**config.mk**
```make
export PLATFORM = sky130hd
export DESIGN_NAME = frame_sync_output_config
export DESIGN_NICKNAME = d
export VERILOG_FILES = /design/src/inc/sync_cfg_pkg.sv /design/src/verilog/sync_pulse_shaper.sv /design/src/verilog/sync_input_sampler.sv /design/src/verilog/frame_sync_output_config.sv
export SDC_FILE = /design/constraint.sdc
export NUM_CORES = 1
export LEC_CHECK = 0
export BUFFER_PORTS_ARGS = -buffer_cell sky130_fd_sc_hd__buf_2
export CAP_MARGIN = 20
export CORE_MARGIN = 4
export CORE_UTILIZATION = 35
export CTS_CLUSTER_SIZE = 20
export DETAILED_ROUTE_END_ITERATION = 7
export GPL_ROUTABILITY_DRIVEN = 0
export PLACE_DENSITY = 0.56
export SYNTH_ARGS = -nofsm -noshare
export SYNTH_HDL_FRONTEND = slang
export SYNTH_SLANG_ARGS = --single-unit
export TNS_END_PERCENT = 50
```
**constraint.sdc**
```tcl
create_clock -name clk -period 3.85 [get_ports clk]
set_input_delay 0.1925 -clock clk [delete_from_list [all_inputs] [get_ports clk]]
set_output_delay 0.1925 -clock clk [all_outputs]
set_load 0.02 [all_outputs]
```
**src/inc/sync_cfg_pkg.sv**
```systemverilog
// shared constants and types for the frame sync output configuration bank
package sync_cfg_pkg;

    // register indices; byte address is four times the index
    localparam logic [7:0] SYNC_PULSE_SHAPE_IDX = 8'h7a;
    localparam logic [7:0] SYNC_ALIGN_IDX = 8'h7b;
    localparam logic [31:0] SYNC_PULSE_SHAPE_ADDR =
        {22'h0, SYNC_PULSE_SHAPE_IDX, 2'h0};
    localparam logic [31:0] SYNC_ALIGN_ADDR =
        {22'h0, SYNC_ALIGN_IDX, 2'h0};

    // reset values
    localparam logic [7:0] SYNC_PULSE_SHAPE_RESET = 8'h00;
    localparam logic [7:0] SYNC_ALIGN_RESET = 8'h00;

    // writable bits; everything else reads as zero
    localparam logic [7:0] SYNC_PULSE_SHAPE_MASK = 8'h8f;
    localparam logic [7:0] SYNC_ALIGN_MASK = 8'hc0;

    // field positions, pulse shape register
    localparam int LOW_RATE_SRC_SECONDARY_PLL_BIT = 7;
    localparam int FRAME_PULSE_POLARITY_FLIP_BIT = 3;
    localparam int FRAME_PULSE_SHAPE_SEL_BIT = 2;
    localparam int MULTIFRAME_PULSE_POLARITY_FLIP_BIT = 1;
    localparam int MULTIFRAME_PULSE_SHAPE_SEL_BIT = 0;

    // field positions, alignment register
    localparam int SYNC_OUTPUTS_UNALIGNED_BIT = 7;
    localparam int SYNC_INPUT_FAST_SAMPLING_BIT = 6;

    // ahb-lite encodings
    localparam logic [1:0] HTRANS_NONSEQ = 2'h2;
    localparam logic HRESP_OKAY = 1'h0;

    // period counter width: 2 kHz at 100 MHz is 50000 cycles
    localparam int PERIOD_CNT_W = 16;

    typedef struct packed {
        logic [7:0] shapeCfg;
        logic [7:0] alignCfg;
        logic wrShape;
        logic wrAlign;
        logic [31:0] rdata;
        logic genFrame;
        logic genMulti;
    } bank_state_t;

    typedef struct packed {
        logic syncStage1;
        logic syncStage2;
        logic sampled;
        logic fallEvent;
        logic fastActive;
    } sampler_state_t;

endpackage

```
**src/verilog/sync_pulse_shaper.sv**
```systemverilog
// one sync output waveform: square or width-reference pulse, with polarity
module sync_pulse_shaper #(
    parameter int CNT_W = 16
) (
    input wire logic clk,
    input wire logic rstn,
    input wire logic ce,
    input wire logic periodTick,
    input wire logic widthRefEnable,
    input wire logic widthRefTick,
    input wire logic invertCfg,
    input wire logic pulseCfg,
    output logic pulseOut
);
    import sync_cfg_pkg::*;

    typedef struct packed {
        logic [CNT_W-1:0] cnt;
        logic [CNT_W-1:0] lastLen;
        logic level;
        logic armed;
        logic invAct;
        logic pulseAct;
        logic out;
    } shaper_state_t;

    shaper_state_t st;
    shaper_state_t nx;
    logic [CNT_W-1:0] halfLen;

    assign halfLen = st.lastLen >> 1;

    always_comb begin
        nx = st;
        if (st.cnt != '1) begin
            nx.cnt = st.cnt + 1'b1;
        end
        if (periodTick) begin
            // new settings only at a period boundary, so no runt edge
            nx.invAct = invertCfg;
            nx.pulseAct = pulseCfg;
            nx.lastLen = st.cnt + 1'b1;
            nx.cnt = '0;
            nx.level = !pulseCfg;
            nx.armed = pulseCfg;
        end else if (!st.pulseAct) begin
            if (st.cnt == halfLen) begin
                nx.level = 1'b0;
            end
        end else if (!widthRefEnable) begin
            // no reference clock: pulsed mode has nothing to time against
            nx.level = 1'b0;
            nx.armed = 1'b0;
        end else if (widthRefTick) begin
            if (st.level) begin
                nx.level = 1'b0;
            end else if (st.armed) begin
                nx.level = 1'b1;
                nx.armed = 1'b0;
            end
        end
        nx.out = nx.level ^ nx.invAct;
    end

    always_ff @(posedge clk or negedge rstn) begin
        if (!rstn) begin
            st <= '0;
        end else if (ce) begin
            st <= nx;
        end
    end

    assign pulseOut = st.out;
endmodule

```
**src/verilog/sync_input_sampler.sv**
```systemverilog
// external 2 kHz sync input: synchroniser, rate-selected sampling, edge
module sync_input_sampler (
    input wire logic clk,
    input wire logic rstn,
    input wire logic ce,
    input wire logic externalSyncInput,
    input wire logic slowSampleTick,
    input wire logic fastSampleTick,
    input wire logic currentClockFast,
    input wire logic fastSamplingCfg,
    output logic syncSampleLevel,
    output logic syncFallEvent,
    output logic fastSamplingActive
);
    import sync_cfg_pkg::*;

    sampler_state_t st;
    sampler_state_t nx;
    logic useFast;
    logic strobe;

    // fast sampling only pays off when the current clock is a fast one
    assign useFast = fastSamplingCfg && currentClockFast;
    assign strobe = useFast ? fastSampleTick : slowSampleTick;

    always_comb begin
        nx = st;
        nx.syncStage1 = externalSyncInput;
        nx.syncStage2 = st.syncStage1;
        nx.fallEvent = 1'b0;
        nx.fastActive = useFast;
        if (strobe) begin
            nx.sampled = st.syncStage2;
            nx.fallEvent = st.sampled && !st.syncStage2;
        end
    end

    always_ff @(posedge clk or negedge rstn) begin
        if (!rstn) begin
            st <= '0;
        end else if (ce) begin
            st <= nx;
        end
    end

    assign syncSampleLevel = st.sampled;
    assign syncFallEvent = st.fallEvent;
    assign fastSamplingActive = st.fastActive;
endmodule

```
**src/verilog/frame_sync_output_config.sv**
```systemverilog
// frame and multiframe sync output configuration bank on ahb-lite
// Functional notes
// - shape bit 7 set takes the 2/8 kHz general ticks from the secondary pll.
// - the frame pulse polarity flip bit inverts the 8 kHz frame sync output.
// - the frame pulse shape bit picks pulsed or 50:50 square frame output.
// - frame pulses need the width reference output and last one period of it.
// - the multiframe polarity flip bit inverts the 2 kHz multiframe output.
// - the multiframe pulse shape bit picks pulsed or 50:50 multiframe output.
// - multiframe pulses need the width reference output, one period long.
// - the unaligned bit clear keeps sync outputs aligned, set frees them.
// - fast sampling clear samples the external sync input at 6.48 MHz.
// - fast sampling set uses a fast current clock, otherwise 6.48 MHz.
module frame_sync_output_config (
    input wire logic clk,
    input wire logic rstn,
    input wire logic ce,
    input wire logic hsel,
    input wire logic [31:0] haddr,
    input wire logic [1:0] htrans,
    input wire logic hwrite,
    input wire logic [2:0] hsize,
    input wire logic [31:0] hwdata,
    input wire logic hready,
    output logic [31:0] hrdata,
    output logic hreadyout,
    output logic hresp,
    input wire logic primaryFrameTick,
    input wire logic primaryMultiTick,
    input wire logic secondaryFrameTick,
    input wire logic secondaryMultiTick,
    input wire logic freeFrameTick,
    input wire logic freeMultiTick,
    input wire logic widthRefEnable,
    input wire logic widthRefTick,
    input wire logic externalSyncInput,
    input wire logic slowSampleTick,
    input wire logic fastSampleTick,
    input wire logic currentClockFast,
    output logic generalFrameTick,
    output logic generalMultiTick,
    output logic framePulseOutput,
    output logic multiframePulseOutput,
    output logic syncSampleLevel,
    output logic syncFallEvent,
    output logic fastSamplingActive
);
    import sync_cfg_pkg::*;

    bank_state_t st;
    bank_state_t nx;

    logic addrPhase;
    logic hitShape;
    logic hitAlign;
    logic lowRateSrcSecondaryPll;
    logic framePulsePolarityFlip;
    logic framePulseShapeSel;
    logic multiframePulsePolarityFlip;
    logic multiframePulseShapeSel;
    logic syncOutputsUnaligned;
    logic syncInputFastSampling;
    logic frameTickSel;
    logic multiTickSel;

    assign lowRateSrcSecondaryPll =
        st.shapeCfg[LOW_RATE_SRC_SECONDARY_PLL_BIT];
    assign framePulsePolarityFlip = st.shapeCfg[FRAME_PULSE_POLARITY_FLIP_BIT];
    assign framePulseShapeSel = st.shapeCfg[FRAME_PULSE_SHAPE_SEL_BIT];
    assign multiframePulsePolarityFlip =
        st.shapeCfg[MULTIFRAME_PULSE_POLARITY_FLIP_BIT];
    assign multiframePulseShapeSel =
        st.shapeCfg[MULTIFRAME_PULSE_SHAPE_SEL_BIT];
    assign syncOutputsUnaligned = st.alignCfg[SYNC_OUTPUTS_UNALIGNED_BIT];
    assign syncInputFastSampling = st.alignCfg[SYNC_INPUT_FAST_SAMPLING_BIT];

    // zero wait states; a low clock enable stalls the bus with the bank
    assign hreadyout = ce;
    assign hresp = HRESP_OKAY;

    assign addrPhase = hsel && htrans[1] && hready;
    assign hitShape = haddr == SYNC_PULSE_SHAPE_ADDR;
    assign hitAlign = haddr == SYNC_ALIGN_ADDR;

    // aligned timing shares the output clocks' ticks; free timing does not
    assign frameTickSel = syncOutputsUnaligned ? freeFrameTick
                                               : primaryFrameTick;
    assign multiTickSel = syncOutputsUnaligned ? freeMultiTick
                                               : primaryMultiTick;

    always_comb begin
        nx = st;
        nx.wrShape = 1'b0;
        nx.wrAlign = 1'b0;
        // data phase of a write: only the low byte lane carries the bits
        if (st.wrShape) begin
            nx.shapeCfg = hwdata[7:0] & SYNC_PULSE_SHAPE_MASK;
        end
        if (st.wrAlign) begin
            nx.alignCfg = hwdata[7:0] & SYNC_ALIGN_MASK;
        end
        if (addrPhase) begin
            if (hwrite) begin
                nx.wrShape = hitShape;
                nx.wrAlign = hitAlign;
            end else if (hitShape) begin
                // read sees a write finishing in this same cycle
                nx.rdata = {24'h000000, nx.shapeCfg};
            end else if (hitAlign) begin
                nx.rdata = {24'h000000, nx.alignCfg};
            end else begin
                nx.rdata = 32'h00000000;
            end
        end
        nx.genFrame = lowRateSrcSecondaryPll ? secondaryFrameTick
                                             : primaryFrameTick;
        nx.genMulti = lowRateSrcSecondaryPll ? secondaryMultiTick
                                             : primaryMultiTick;
    end

    always_ff @(posedge clk or negedge rstn) begin
        if (!rstn) begin
            st <= '0;
            st.shapeCfg <= SYNC_PULSE_SHAPE_RESET;
            st.alignCfg <= SYNC_ALIGN_RESET;
        end else if (ce) begin
            st <= nx;
        end
    end

    assign hrdata = st.rdata;
    assign generalFrameTick = st.genFrame;
    assign generalMultiTick = st.genMulti;

    sync_pulse_shaper #(
        .CNT_W(PERIOD_CNT_W)
    ) frameShaper (
        .clk(clk),
        .rstn(rstn),
        .ce(ce),
        .periodTick(frameTickSel),
        .widthRefEnable(widthRefEnable),
        .widthRefTick(widthRefTick),
        .invertCfg(framePulsePolarityFlip),
        .pulseCfg(framePulseShapeSel),
        .pulseOut(framePulseOutput)
    );

    sync_pulse_shaper #(
        .CNT_W(PERIOD_CNT_W)
    ) multiframeShaper (
        .clk(clk),
        .rstn(rstn),
        .ce(ce),
        .periodTick(multiTickSel),
        .widthRefEnable(widthRefEnable),
        .widthRefTick(widthRefTick),
        .invertCfg(multiframePulsePolarityFlip),
        .pulseCfg(multiframePulseShapeSel),
        .pulseOut(multiframePulseOutput)
    );

    sync_input_sampler syncSampler (
        .clk(clk),
        .rstn(rstn),
        .ce(ce),
        .externalSyncInput(externalSyncInput),
        .slowSampleTick(slowSampleTick),
        .fastSampleTick(fastSampleTick),
        .currentClockFast(currentClockFast),
        .fastSamplingCfg(syncInputFastSampling),
        .syncSampleLevel(syncSampleLevel),
        .syncFallEvent(syncFallEvent),
        .fastSamplingActive(fastSamplingActive)
    );
endmodule

```
==> results by group <==
Setup path
  – Critical path cell sequence: ha_1 > nand3_4 > nor4_4 > nand2_4 > o21ai_0 > mux2_2
  – Critical Path Start Type: flip-flop
  – Reg2reg path depth: 6
  – Reg2reg start: multiframeShaper.st[22]$_DFFE_PN0P_
  – Longest individual stage delay on the worst path: 650 ps
  – CP endpoint kind: flip-flop
  – Required time of the worst setup path: 4140 ps
  – Worst reg2reg path endpoint: multiframeShaper.st[21]$_DFFE_PN0P_
  – Largest driver fanout on the critical path: 10
  – Start-to-end type of the worst setup path: reg2reg
  – Arrival time of data at the critical path endpoint: 2600 ps
  – Reg2Reg Setup Slack: 1540 ps
  – Critical path's slowest cell: sky130_fd_sc_hd__nor4_4

STA
  – Slew headroom: 45.5%
  – Final-layout setup total negative slack: 0 ps
  – Unrepaired setup endpoints after global routing: no
  – Slew @ Worst Pin: 817 ps
  – Final setup violation count: 0
  – Clock skew: 6.00 ps
  – Period utilisation layout: 60.1%
  – Count of final hold-check violations: 0
  – Post-layout min period: 2310 ps
  – Achievable Freq: 0.432 GHz
  – Final Max Slew Viols: 0
  – Worst hold slack: 75.1 ps

Clocking
  – Total of hold buffers inserted after clock tree synthesis: 1
  – CTS Buf Count: 9
  – Clock transition at path regs: 70 ps
  – Number of gates resized after cts: 0
  – Post-CTS setup-driven buffer insertion count: 0
  – CTS sink cnt: 105
  – Master cell of the clock root buffer: sky130_fd_sc_hd__clkbuf_16
  – CTS HTree Levels: 3
  – Number of buffers on the longest clock path: 2
  – TritonCTS clock tree: yes
  – Clk Latency, worst-skew pair: 350 ps

Finish
  – Ant diodes: 0
  – Number of inserted filler cells in the final layout: 1648
  – Most frequent standard cell in the layout excluding fill and tap cells: sky130_fd_sc_hd__dfrtp_1
  – Nets@finish: 759
  – Share of layout cells above drive strength 1: 20.4%
  – Sequential cell area in the final layout: 2630 sq um
  – Final standard cell count with taps included and fillers excluded: 895
  – Post-route design area: 6740 sq um
  – Most used cells in the layout excluding fill and tap cells: 105 x sky130_fd_sc_hd__dfrtp_1, 71 x sky130_fd_sc_hd__buf_2, 62 x sky130_fd_sc_hd__nand2_1, 45 x sky130_fd_sc_hd__a21oi_1, 40 x sky130_fd_sc_hd__xor2_1
  – Post-synthesis to final-layout area growth: 11.1%
  – Multi-input logic area: 3050 sq um

Pwr
  – Total power divided by cell area: 369 nW/um^2
  – Worst supply voltage drop on vdd: 0.206 mV
  – Switching fraction of total power: 28.7%
  – Net switching component of the power: 0.713 mW
  – Internal power: 1.77 mW
  – Logic gate share of total power: 14.4%
  – Portion of total power attributed to the clock network: 35.4%
  – Sequential share of power: 50.2%
  – Lkg Pwr: 3.09 nW

Logic synthesis
  – Sequential fraction of the synthesis area: 43.3%
  – Post-synth EDFFs: 0
  – Register bit total from synthesis: 105
  – Number of warning messages in the yosys log: 0
  – Main flop type after synthesis: sky130_fd_sc_hd__dfrtp_1
  – Distinct cell type count of the synthesized netlist: 75
  – Count of mapped cells out of synthesis: 629
  – Async S/R FF share, synth: 100%
  – Synthesized area: 6060 sq um
  – Top area cells in the synthesized netlist: sky130_fd_sc_hd__dfrtp_1 43%, sky130_fd_sc_hd__xor2_1 5.8%, sky130_fd_sc_hd__buf_4 4.2%, sky130_fd_sc_hd__mux2_2 3.9%, sky130_fd_sc_hd__nand2_1 3.8%
  – Area share of the largest cell type after synthesis: 43.3%
  – Average cell area after synthesis: 9.64 sq um
  – Cell taking the most area after synthesis: sky130_fd_sc_hd__dfrtp_1

Global routing
  – Antenna violations before repair: 0
  – Maximum number of pins on one net before global-route repair: 54
  – First-pass GRT wire length: 22.9 mm
  – Number of global-route vias before repair: 4443
  – GRT Util Overall: 14.3%
  – GR Overflow Total: 0

Routing
  – Avg Vias per Cell: 5.20
  – Number of nets with antenna violations after routing: 0
  – First-pass iteration count of the detailed router: 4
  – Via count: 4657
  – Detailed-route wire length per cell: 15.6 um
  – Number of DRC violations after detailed routing: 0
  – Post-Route WL: 13.9 mm
  – DRC violation total after the first TritonRoute iteration: 249

Floorplanning
  – Core Area: 16800 sq um
  – Std cell rows: 47
  – Die Y: 140 um
  – Total I/O pin count: 128
  – Die extent in x: 140 um
  – Effective utilization at floorplan: 36.2%
  – Die Outline Area: 19500 sq um

Outcome
  – Result of the run: finished clean

Worst hold path
  – Cell depth of the worst min-delay path: 2
  – Worst min-delay path category: in2reg
  – Hold EP: syncSampler.nx[3]$_DFFE_PN0P_
  – Worst min-delay path startpoint: externalSyncInput

Placement
  – Placed instance area: 6440 sq um
  – Buffers added on ports: 72
  – Total half-perimeter wirelength after legalization and detailed placement: 9.98 mm
  – Cell count after placement: 878

Run
  – Number of maximum-capacitance constraint violations: 0
==> routing by layer <==
metal	global-route usage [%]	share of wire (%)
met4	5.56	1.9
met3	2.74	5.6
met1	19.9	48
met2	22.2	44
met5	0	0
==> per-stage QoR <==
| stage | utilization, % | power, mW | worst slack [ps] |
|---|---|---|---|
| after floorplan | - | 1.51 | 1890 |
| after global placement | 38.2 | 1.61 | 1410 |
| after detailed placement | 38.5 | 1.63 | 1480 |
| after CTS | 40.2 | 2.52 | 1540 |
| after global routing | 40.2 | 2.62 | 1360 |
| final | 40.2 | 2.48 | 1540 |
==> critical path, delay by kind of cell, from the launching register on <==
kind	cells	cell delay (ps)
AOI/OAI and AO/OA	1	320
DFF	1	430
muxes	1	210
and+or+nand+nor	3	990
adders and majority gates	1	310
==> sequential cells by signal, summed over array words and instances, names as in the netlist, 8 cells and up <==
signal                    count
frameShaper.st               20
multiframeShaper.st          20
hrdata                        8
frameShaper.halfLen          15
st                           13
multiframeShaper.halfLen     15
==> cell usage after synthesis, types with 18 or more instances <==
library cell and instances:
sky130_fd_sc_hd__dfrtp_1 105, sky130_fd_sc_hd__nand3_1 18, sky130_fd_sc_hd__clkbuf_1 19, sky130_fd_sc_hd__nand2_1 62, sky130_fd_sc_hd__a21oi_1 45, sky130_fd_sc_hd__buf_2 21
sky130_fd_sc_hd__nor2_1 38, sky130_fd_sc_hd__o21ai_0 29, sky130_fd_sc_hd__buf_4 34, sky130_fd_sc_hd__xor2_1 40, sky130_fd_sc_hd__mux2_2 21
==> worst max-delay path by stage <==
stage	from	end	slack, ps
floorplan	multiframeShaper.st[21]$_DFFE_PN0P_	multiframeShaper.st[26]$_DFFE_PN0P_	1890
global placement	st[43]$_DFFE_PN0P_	multiframeShaper.halfLen[0]$_DFFE_PN0P_	1410
detailed placement	haddr[15]	hrdata[3]$_DFFE_PN0P_	1480
CTS	multiframeShaper.st[22]$_DFFE_PN0P_	multiframeShaper.st[21]$_DFFE_PN0P_	1540
global route	multiframeShaper.st[22]$_DFFE_PN0P_	multiframeShaper.st[21]$_DFFE_PN0P_	1360
finish	multiframeShaper.st[22]$_DFFE_PN0P_	multiframeShaper.st[21]$_DFFE_PN0P_	1540
==> cells by family after synthesis <==
group	Yosys count	synth area share [%]
xor+xnor	57	8.23
simple gates	206	18.4
other cells	1	0.0618
mux	32	5.92
buf+inv	85	7.82
flops	105	43.3
compound gates	141	15.8
fa+ha+maj	2	0.413
==> cell type report <==
cell class                 count  area share [%]
clock buffer                   9            3.34
clock inverter                 7           0.817
inverter                      10           0.557
timing repair buffer          81            6.84
sequential                   105            39.0
tap                          220            4.09
multi-input combinational    463            45.3
==> power groups by stage <==
stage	logic (mW)	clock network (mW)	registers, mW
floorplan	0.247	0	1.26
global placement	0.346	0	1.26
detailed placement	0.360	0	1.27
CTS	0.362	0.910	1.25
global route	0.399	0.963	1.26
finish	0.357	0.880	1.25
Power figures use the tool's default switching activity.
